## src/common/pcl_pkg.sv

```systemverilog
`default_nettype none

package pcl_pkg;

    // Bus shape
    localparam int unsigned PCL_AW = 8;
    localparam int unsigned PCL_DW = 32;
    localparam logic [3:0] PCL_STRB_ALL = 4'hF;

    // Register byte offsets
    localparam logic [7:0] PCL_OFS_CFG_LO = 8'h00;
    localparam logic [7:0] PCL_OFS_CFG_HI = 8'h04;
    localparam logic [7:0] PCL_OFS_LATCH = 8'h0C;
    localparam logic [7:0] PCL_OFS_CLR = 8'h14;
    localparam logic [7:0] PCL_OFS_LCK = 8'h18;

    // Field layout
    localparam int unsigned PCL_PINS = 16;
    localparam int unsigned PCL_NIB = 4;
    localparam int unsigned PCL_PINS_PER_CFG = 8;
    localparam int unsigned PCL_KEY_BIT = 16;

    // Reset values
    localparam logic [31:0] PCL_CFG_RST = 32'h44444444;
    localparam logic [15:0] PCL_LATCH_RST = 16'h0000;
    localparam logic [15:0] PCL_LCK_RST = 16'h0000;

    // Lock key sequence tracker
    typedef enum logic [2:0] {
        ST_IDLE = 3'h0,
        ST_ONE = 3'h1,
        ST_ZERO = 3'h2,
        ST_ARMED = 3'h3,
        ST_LOCKED = 3'h4
    } pcl_lock_e;

    // Signals toward the rest of the port
    typedef struct packed {
        logic [31:0] cfg_high;
        logic [31:0] cfg_low;
        logic [15:0] latch;
    } pcl_port_s;

endpackage : pcl_pkg

`default_nettype wire

```

## src/rtl/pcl_port_lock.sv

```systemverilog
// Contract
// Writing 1 to a clear bit clears that output latch bit; 0 does nothing.
// Clear bits are write-only and act only on full word writes.
// The lock arms only through the correct key bit write sequence.
// Software writes key 1, 0, 1, then reads key back as 0.
// A further read after that returns key 1, showing the lock is active.
// Software keeps the pin lock bits equal in every sequence write.
// A wrong sequence step abandons the sequence; no lock results.
// Locked pin configuration ignores writes until the next reset.
// Each pin lock bit freezes its pin's 4-bit mode and config nibble.
// Key bit is always readable and changes only via the key sequence.
// Key 1 means locked; the whole lock register then freezes till reset.
// Pin lock bits are read-write but writable only while key reads 0.
// Pin lock bit 1 selects the pin for locking; 0 leaves it free.
// Software sets 2-bit mode and config per pin in low or high register.
// Any other lock register access mid-sequence restarts the tracking.
//
// Our own choice: the APB interface to the registers.
`timescale 1ns/10ps
`default_nettype none

module pcl_port_lock (
    input wire logic clk,
    input wire logic resetn,
    input wire logic ce,
    input wire logic psel,
    input wire logic penable,
    input wire logic pwrite,
    input wire logic [pcl_pkg::PCL_AW-1:0] paddr,
    input wire logic [pcl_pkg::PCL_DW-1:0] pwdata,
    input wire logic [3:0] pstrb,
    output logic [pcl_pkg::PCL_DW-1:0] prdata,
    output logic pready,
    output logic pslverr,
    output pcl_pkg::pcl_port_s port_o,
    output logic lock_active
);
    import pcl_pkg::*;

    logic prep_ff;
    logic [PCL_DW-1:0] prdata_ff;
    logic [PCL_DW-1:0] cfg_lo_ff;
    logic [PCL_DW-1:0] cfg_hi_ff;
    logic [PCL_PINS-1:0] latch_ff;
    logic [PCL_PINS-1:0] pin_lock_ff;
    pcl_lock_e st_ff;
    pcl_lock_e nxt_st;

    logic [PCL_DW-1:0] nxt_cfg_lo;
    logic [PCL_DW-1:0] nxt_cfg_hi;
    logic [PCL_PINS-1:0] nxt_latch;

    // Bus decode
    wire logic xfer_go;
    wire logic acc_wr;
    wire logic acc_rd;
    wire logic hit_lo;
    wire logic hit_hi;
    wire logic hit_latch;
    wire logic hit_clr;
    wire logic hit_lck;
    wire logic mapped;
    wire logic word_wr;
    wire logic cap;

    assign xfer_go = psel & penable & pready;
    assign acc_wr = xfer_go & pwrite;
    assign acc_rd = xfer_go & ~pwrite;
    assign hit_lo = (paddr == PCL_OFS_CFG_LO);
    assign hit_hi = (paddr == PCL_OFS_CFG_HI);
    assign hit_latch = (paddr == PCL_OFS_LATCH);
    assign hit_clr = (paddr == PCL_OFS_CLR);
    assign hit_lck = (paddr == PCL_OFS_LCK);
    assign mapped = hit_lo | hit_hi | hit_latch | hit_clr | hit_lck;
    assign word_wr = (pstrb == PCL_STRB_ALL);
    assign cap = psel & ~prep_ff;

    // Qualified accesses
    wire logic wr_lo;
    wire logic wr_hi;
    wire logic wr_latch;
    wire logic wr_clr;
    wire logic wr_lck;
    wire logic rd_lck;

    assign wr_lo = acc_wr & hit_lo;
    assign wr_hi = acc_wr & hit_hi;
    assign wr_latch = acc_wr & hit_latch & word_wr;
    // word only
    assign wr_clr = acc_wr & hit_clr & word_wr;
    assign wr_lck = acc_wr & hit_lck;
    assign rd_lck = acc_rd & hit_lck;

    // Lock state
    wire logic locked;
    wire logic key_wr;
    wire logic [PCL_PINS-1:0] pins_wr;
    wire logic pins_same;
    wire logic [PCL_PINS-1:0] frz_pins;
    pcl_lock_e seq_start;

    assign locked = (st_ff == ST_LOCKED);
    assign key_wr = pwdata[PCL_KEY_BIT];
    assign pins_wr = pwdata[PCL_PINS-1:0];
    assign pins_same = (pins_wr == pin_lock_ff);
    // select pins
    assign frz_pins = {PCL_PINS{locked}} & pin_lock_ff;
    assign seq_start = key_wr ? ST_ONE : ST_IDLE;

    // Per-pin nibble masks
    wire logic [PCL_DW-1:0] frz_lo;
    wire logic [PCL_DW-1:0] frz_hi;
    wire logic [PCL_DW-1:0] byte_mask;

    assign byte_mask = {{8{pstrb[3]}}, {8{pstrb[2]}},
                        {8{pstrb[1]}}, {8{pstrb[0]}}};

    // nibble freeze
    for (genvar g = 0; g < PCL_PINS_PER_CFG; g++) begin : g_frz
        assign frz_lo[g*PCL_NIB +: PCL_NIB] = {PCL_NIB{frz_pins[g]}};
        assign frz_hi[g*PCL_NIB +: PCL_NIB] =
            {PCL_NIB{frz_pins[g+PCL_PINS_PER_CFG]}};
    end

    wire logic [PCL_DW-1:0] wmask_lo;
    wire logic [PCL_DW-1:0] wmask_hi;

    // ignore locked writes
    assign wmask_lo = {PCL_DW{wr_lo}} & byte_mask & ~frz_lo;
    assign wmask_hi = {PCL_DW{wr_hi}} & byte_mask & ~frz_hi;
    assign nxt_cfg_lo = (cfg_lo_ff & ~wmask_lo) | (pwdata & wmask_lo);
    assign nxt_cfg_hi = (cfg_hi_ff & ~wmask_hi) | (pwdata & wmask_hi);

    // clear latch bits
    assign nxt_latch = wr_clr ? (latch_ff & ~pins_wr) :
                       wr_latch ? pins_wr : latch_ff;

    // Read data select
    wire logic [PCL_DW-1:0] lck_rd_val;
    wire logic [PCL_DW-1:0] rd_mux;

    // key readable
    assign lck_rd_val = {{(PCL_DW-PCL_PINS-1){1'b0}}, locked, pin_lock_ff};
    assign rd_mux = hit_lo ? cfg_lo_ff :
                    hit_hi ? cfg_hi_ff :
                    hit_latch ? {{(PCL_DW-PCL_PINS){1'b0}}, latch_ff} :
                    hit_lck ? lck_rd_val : '0;

    // key sequence
    always_comb begin
        nxt_st = st_ff;
        unique case (st_ff)
            ST_IDLE: begin
                if (wr_lck) begin
                    nxt_st = seq_start;
                end
            end
            // abort on error
            ST_ONE: begin
                if (wr_lck) begin
                    nxt_st = (!key_wr && pins_same) ? ST_ZERO : seq_start;
                end else if (rd_lck) begin
                    nxt_st = ST_IDLE;
                end
            end
            // read restarts
            ST_ZERO: begin
                if (wr_lck) begin
                    nxt_st = (key_wr && pins_same) ? ST_ARMED : seq_start;
                end else if (rd_lck) begin
                    nxt_st = ST_IDLE;
                end
            end
            // read confirms lock
            ST_ARMED: begin
                if (rd_lck) begin
                    nxt_st = ST_LOCKED;
                end else if (wr_lck) begin
                    nxt_st = seq_start;
                end
            end
            // held until reset
            ST_LOCKED: begin
                nxt_st = ST_LOCKED;
            end
            default: begin
                nxt_st = ST_IDLE;
            end
        endcase
    end

    // Bus answer
    always_ff @(posedge clk or negedge resetn) begin
        if (!resetn) begin
            prep_ff <= 1'b0;
            prdata_ff <= '0;
        end else if (ce) begin
            if (cap) begin
                prep_ff <= 1'b1;
                prdata_ff <= rd_mux;
            end else if (xfer_go) begin
                prep_ff <= 1'b0;
            end
        end
    end

    always_ff @(posedge clk or negedge resetn) begin
        if (!resetn) begin
            cfg_lo_ff <= PCL_CFG_RST;
            cfg_hi_ff <= PCL_CFG_RST;
            latch_ff <= PCL_LATCH_RST;
        end else if (ce) begin
            cfg_lo_ff <= nxt_cfg_lo;
            cfg_hi_ff <= nxt_cfg_hi;
            latch_ff <= nxt_latch;
        end
    end

    always_ff @(posedge clk or negedge resetn) begin
        if (!resetn) begin
            st_ff <= ST_IDLE;
            pin_lock_ff <= PCL_LCK_RST;
        end else if (ce) begin
            st_ff <= nxt_st;
            // write while key 0
            if (wr_lck && !locked) begin
                pin_lock_ff <= pins_wr;
            end
        end
    end

    assign pready = ce & prep_ff;
    assign pslverr = pready & ~mapped;
    assign prdata = prdata_ff;
    assign port_o = {cfg_hi_ff, cfg_lo_ff, latch_ff};
    assign lock_active = locked;
endmodule : pcl_port_lock

`default_nettype wire

```

## config.mk

```make
export PLATFORM = sky130hd
export DESIGN_NAME = pcl_port_lock
export DESIGN_NICKNAME = d
export VERILOG_FILES = /design/src/common/pcl_pkg.sv /design/src/rtl/pcl_port_lock.sv
export SDC_FILE = /design/constraint.sdc
export NUM_CORES = 1
export LEC_CHECK = 0
export BUFFER_PORTS_ARGS = -buffer_cell sky130_fd_sc_hd__buf_4
export CAP_MARGIN = 20
export CELL_PAD_IN_SITES_DETAIL_PLACEMENT = 0
export CELL_PAD_IN_SITES_GLOBAL_PLACEMENT = 1
export CORE_MARGIN = 4
export CORE_UTILIZATION = 44
export DETAILED_ROUTE_END_ITERATION = 7
export PLACE_DENSITY_LB_ADDON = 0.15
export SYNTH_ARGS = -nofsm -noshare
export SYNTH_HDL_FRONTEND = slang
export SYNTH_SLANG_ARGS = --single-unit
```

## constraint.sdc

```tcl
create_clock -name clk -period 4.33 [get_ports clk]
set_clock_uncertainty 0.1 [all_clocks]
set_input_delay 0.2165 -clock clk [delete_from_list [all_inputs] [get_ports clk]]
set_output_delay 0.2165 -clock clk [all_outputs]
set_load 0.01 [all_outputs]
```

Word level (Yosys, flattened, before mapping)

Cells that the tools add are included.

Eq/ne operators: 10
Multiplexer cells: 17
Bitwise gates (word level): 39
Reduce and logical (&&, ||, !) cells: 13

Operators by type and width:

| cell                                           | number |
|---|---|
| AND 32 bit                                     | 8 |
| inverter 32 bit                                | 4 |
| 2-to-1 mux 32 bit                              | 2 |
| OR 32 bit                                      | 2 |
| 2-to-1 mux 17 bit                              | 2 |
| AND 16 bit                                     | 2 |
| 2-to-1 mux 16 bit                              | 2 |
| == test 16 bit                                 | 1 |
| == test 8 x 5 -> 1 bit (second input constant) | 2 |
| inverter 16 bit                                | 1 |
| AND 1 bit                                      | 15 |
| 2-to-1 mux 3 bit                               | 5 |
| case mux 3 bit (5 select lines)                | 1 |
| == test 8 x 3 -> 1 bit (second input constant) | 1 |
| == test 8 x 4 -> 1 bit (second input constant) | 1 |
| zero test 8 bit                                | 1 |
| AND reduction 2 bit                            | 4 |
| == test 3 x 2 -> 1 bit (second input constant) | 2 |
| == test 4 bit (second input constant)          | 1 |
| 2-to-1 mux 2 bit                               | 2 |
| OR 1 bit                                       | 4 |
| nonzero test 2 bit                             | 2 |
| == test 3 x 1 -> 1 bit (second input constant) | 1 |
| == test 3 bit (second input constant)          | 1 |
| other kinds (5)                                | 12 |

Bits in registers: 132
Input bits: 50
Output and inout bits: 115
Word-level logic and storage cells: 86

Longest topological paths before layout

Word-level depth: 9
Depth in mapped cells: 6
Gate-level depth less buffers: 4

Least setup slack after synthesis

OpenSTA, ideal clock, no wires.

Path kind: reg-to-reg
Start point: register st_ff[1]
End point: register with a tool-made name
Setup time: 0.125 ns
Arrival time: 1.887 ns
Data required time: 4.105 ns
Slack: 2.219 ns
Stages on the path, launching flop included: 6
Path buffers: 1
Clock period less this slack: 2.111 ns
Cells stage by stage: dfrtp_1 nor3b_4 buf_2 nand2_1 nand4_1 mux2_2

RTL lines:

| element                  | RTL line             | source |
|---|---|---|
| start: declaration       | pcl_port_lock.sv:46  | `pcl_lock_e st_ff;` |
| start signal: assignment | pcl_port_lock.sv:224 | `st_ff <= nxt_st;` |

Final worst setup path

Start point: input port paddr[7] (netlist bit)
End point: register pin_lock_ff[5]

Cells in the longest elaborated chain, start to end: 4

Ends and longest elaborated chain:

| element                       | RTL line             | source |
|---|---|---|
| start: declaration            | pcl_port_lock.sv:29  | `input wire logic [pcl_pkg::PCL_AW-1:0] paddr,` |
| == test 8 x 5 -> 1 bit        | pcl_port_lock.sv:73  | `assign hit_lck = (paddr == PCL_OFS_LCK);` |
| AND 1 bit                     | pcl_port_lock.sv:91  | `assign wr_lck = acc_wr & hit_lck;` |
| logical AND 1 bit             | pcl_port_lock.sv:226 | `if (wr_lck && !locked) begin` |
| AND reduction 2 bit (no line) | -                    |  |
| end signal: assignment        | pcl_port_lock.sv:227 | `pin_lock_ff <= pins_wr;` |
| end: declaration              | pcl_port_lock.sv:45  | `logic [PCL_PINS-1:0] pin_lock_ff;` |

Every way passes these cells.
A chain may end at the register's enable or synchronous reset.

==> flow_metrics.tcl <==
set metrics [dict create \
    status "completed" \
    wl_met3_mm 1.22 \
    clock-sinks 132 \
    crit_family "simple AND/OR/NAND/NOR gates" \
    io_pins 165 \
    place_congestion 0.838 \
    fin_crit_ps 2510 \
    cp.depth 7 \
    route.antenna.remaining_nets 0 \
    detail_route.vias_per_cell 5.73 \
    min_from "pwdata[2]" \
    area_growth_pct 36.7 \
    pwr-share-comb_pct 16.0 \
    syn-instance-count 581 \
    async_reset_ff_share_pct 100 \
    endpoint "pin_lock_ff[5]" \
    synth_area_leaders "dfrtp_1 (45%), mux2_2 (12%), dfstp_2 (6.5%)" \
    worst_pin_slew_ps 1060 \
    p_int_mw 2.56 \
    fin_crit_sh_pct 57.9 \
    root_buffer "clkbuf_16" \
    cp_cell_sequence "buf_4, nor3b_4, and3_1, buf_4, nor4b_4, buf_4, mux2_2" \
    synthesis.area_um2 6420 \
    drc_errors 0 \
    synth_ff_type "dfrtp_1" \
    clock_latency_ps 420 \
    yosysSeqAreaShare_pct 51.7 \
    cts.reportedPaths.clkPinSlew_ps 50 \
    cp.arrival_ps 2700 \
    clock_path_buffers 2 \
    postCtsResizedCells 0 \
    fmax_mhz 399 \
    rows 43 \
    hold_class "input pin to flop" \
    cp_max_fo 21 \
    nets 821 \
    switchingPower_mw 0.864 \
    setup_viol 0 \
    core_um2 14100 \
    critPathMostFrequentCell "buf_4" \
    power_frac_seq_pct 40.1 \
    synth_edf_count 0 \
    io_buffers 164 \
    cp-startpoint "paddr[7]" \
    synth_cell_types 44 \
    endpoint_kind "flop" \
    final_max_slew_viol_count 0 \
    die_area_um2 16600 \
    grt_pass1_vias 5532 \
    die_w_um 129 \
    grt_usage_pct 24.0 \
    post-dp-hpwl_mm 13.8 \
    ir_drop_mv 0.323 \
    dp_cells 898 \
    synth_fp_nets 631 \
    htreeDepth 4 \
    reg2reg_slack_ps 2020 \
    powerDensity_nw_per_um2 390 \
    wl_met2_mm 9.61 \
    cpPeakStageDelay_ps 640 \
    rsz0062_at_grt "false" \
    drt-met1-wl_mm 8.51 \
    drtIter0Drc 365 \
    synth_common_cells "dfrtp_1 (116), mux2_2 (70), a21oi_1 (53), o21ai_0 (46), nand2_1 (44)" \
    cts_hold_buf 32 \
    r2r_start "prep_ff" \
    cts_buffers 17 \
    p_leak_nw 4.16 \
    synth_warnings 0 \
    r2r_cells 4 \
    netlist.area_leader.share_pct 45.2 \
    path_buf_inv 3 \
    post_synth.cell_area_avg_um2 11.1 \
    grt_pass1_wl_mm 30.9 \
    cp-start-kind "input pin" \
    grt_overflow_total 0 \
    maxUsedRoutingLayer "met4" \
    relSlewSlack_pct 29.1 \
    wirelength_mm 19.6 \
    wl_per_cell_um 20.3 \
    start_util_pct 45.6 \
    setup_tns_ps 0 \
    die_h_um 129 \
    critical_path_class "input pin to flop" \
    sw_frac_of_total_pct 25.3 \
    drive_gt1_share_pct 39.4 \
    yosysTopAreaCell "dfrtp_1" \
    pwr-share-clk_pct 43.9 \
    stdcell_count 964 \
    finalHoldViolCount 0 \
    firstDrtPassIters 5 \
    antennaDiodeCount 0 \
    post_cts_buffers 0 \
    synth_most_common_cell "dfrtp_1" \
    maxCapViolCount 0 \
    crit_slowest_cell "nor3b_4" \
    antenna_found_initial 0 \
    grt_max_degree 60 \
    ys_seq_elements 132 \
    cp.required_ps 4530 \
    via_count 5519 \
    cts_tree "yes" \
]
[metal layers]
layer | vias to the layer above | track usage [%]
met3 | 19 | 4.90
met1 | 2773 | 32.3
li1 | 2533 | -
met5 | - | 0
met2 | 194 | 39.3
met4 | 0 | 7.72
[how the worst min path moves through the flow]
stage	end	slack (ps)	cells past startpoint
6_report	flop	30	2
2_1_floorplan	asynchronous set/reset pin	-180	0
4_1_cts	flop	10	2
5_1_grt	flop	20	2
3_5_place_dp	prdata[26]	240	1
3_3_place_gp	prdata[26]	220	1
[logic make-up (layout without fill, tap and decap cells)]
kind of cell | after synthesis | count (layout) | synth area share (%)
AO/OA/AOI/OAI | 167 | 167 | 16.3
XOR/XNOR | 17 | 17 | 2.32
buffers and inverters | 41 | 244 | 2.63
flip-flops | 132 | 132 | 51.7
multiplexers | 80 | 80 | 14.0
AND/OR/NAND/NOR | 144 | 144 | 13.0
[power by group through the flow]
| stage | Sequential, mW | Clock (mW) | Combinational (mW) |
|---|---|---|---|
| finish | 1.37 | 1.50 | 0.548 |
| global route | 1.38 | 1.59 | 0.599 |
| CTS | 1.37 | 1.52 | 0.552 |
| detailed placement | 1.39 | 0 | 0.526 |
| global placement | 1.39 | 0 | 0.516 |
| floorplan | 1.42 | 0 | 0.221 |
[metrics by stage]
step	power, mW	utilization [%]	instance area [um2]	worst slack, ps	hold slack (ps)
floorplan	1.64	-	6420	2220	-179
global placement	1.91	55.4	7810	1430	222
detailed placement	1.92	55.4	7810	1400	243
CTS	3.45	62.1	8760	1830	14.0
global route	3.57	62.3	8780	1690	19.7
finish	3.42	62.3	8780	1820	28.6
[placed cells by master (no fill, tap or decap), drive strengths merged, types with 4 or more instances in the layout]
master       synthesis  final
clkbuf              28     21
nand4               11     11
nand3               21     21
and3                17     17
inv                  5      6
nor2                 4      4
mux2                80     80
a22oi               16     16
nor4                 7      7
clkinv               0      4
xor2                16     16
nor3b                4      4
dlygate4sd3          0     32
a211oi               6      6
nor3                 6      6
nand2b              18     18
dfrtp              116    116
buf                  8    175
a21oi               53     53
o31ai               18     18
a31oi               17     17
nand3b               4      4
nand2               44     44
o21ai               51     51
dfstp               16     16
[area by class of cell]
cell class | instances | area, um2
Clock buffer | 21 | 480
Clock inverter | 11 | 149
Fill cell | 1175 | 5320
Inverter | 5 | 18.8
Multi-Input combinational cell | 408 | 2940
Sequential cell | 132 | 3320
Tap cell | 180 | 225
Timing Repair Buffer | 207 | 1640
Note: power is estimated with default switching activity, not from simulation.
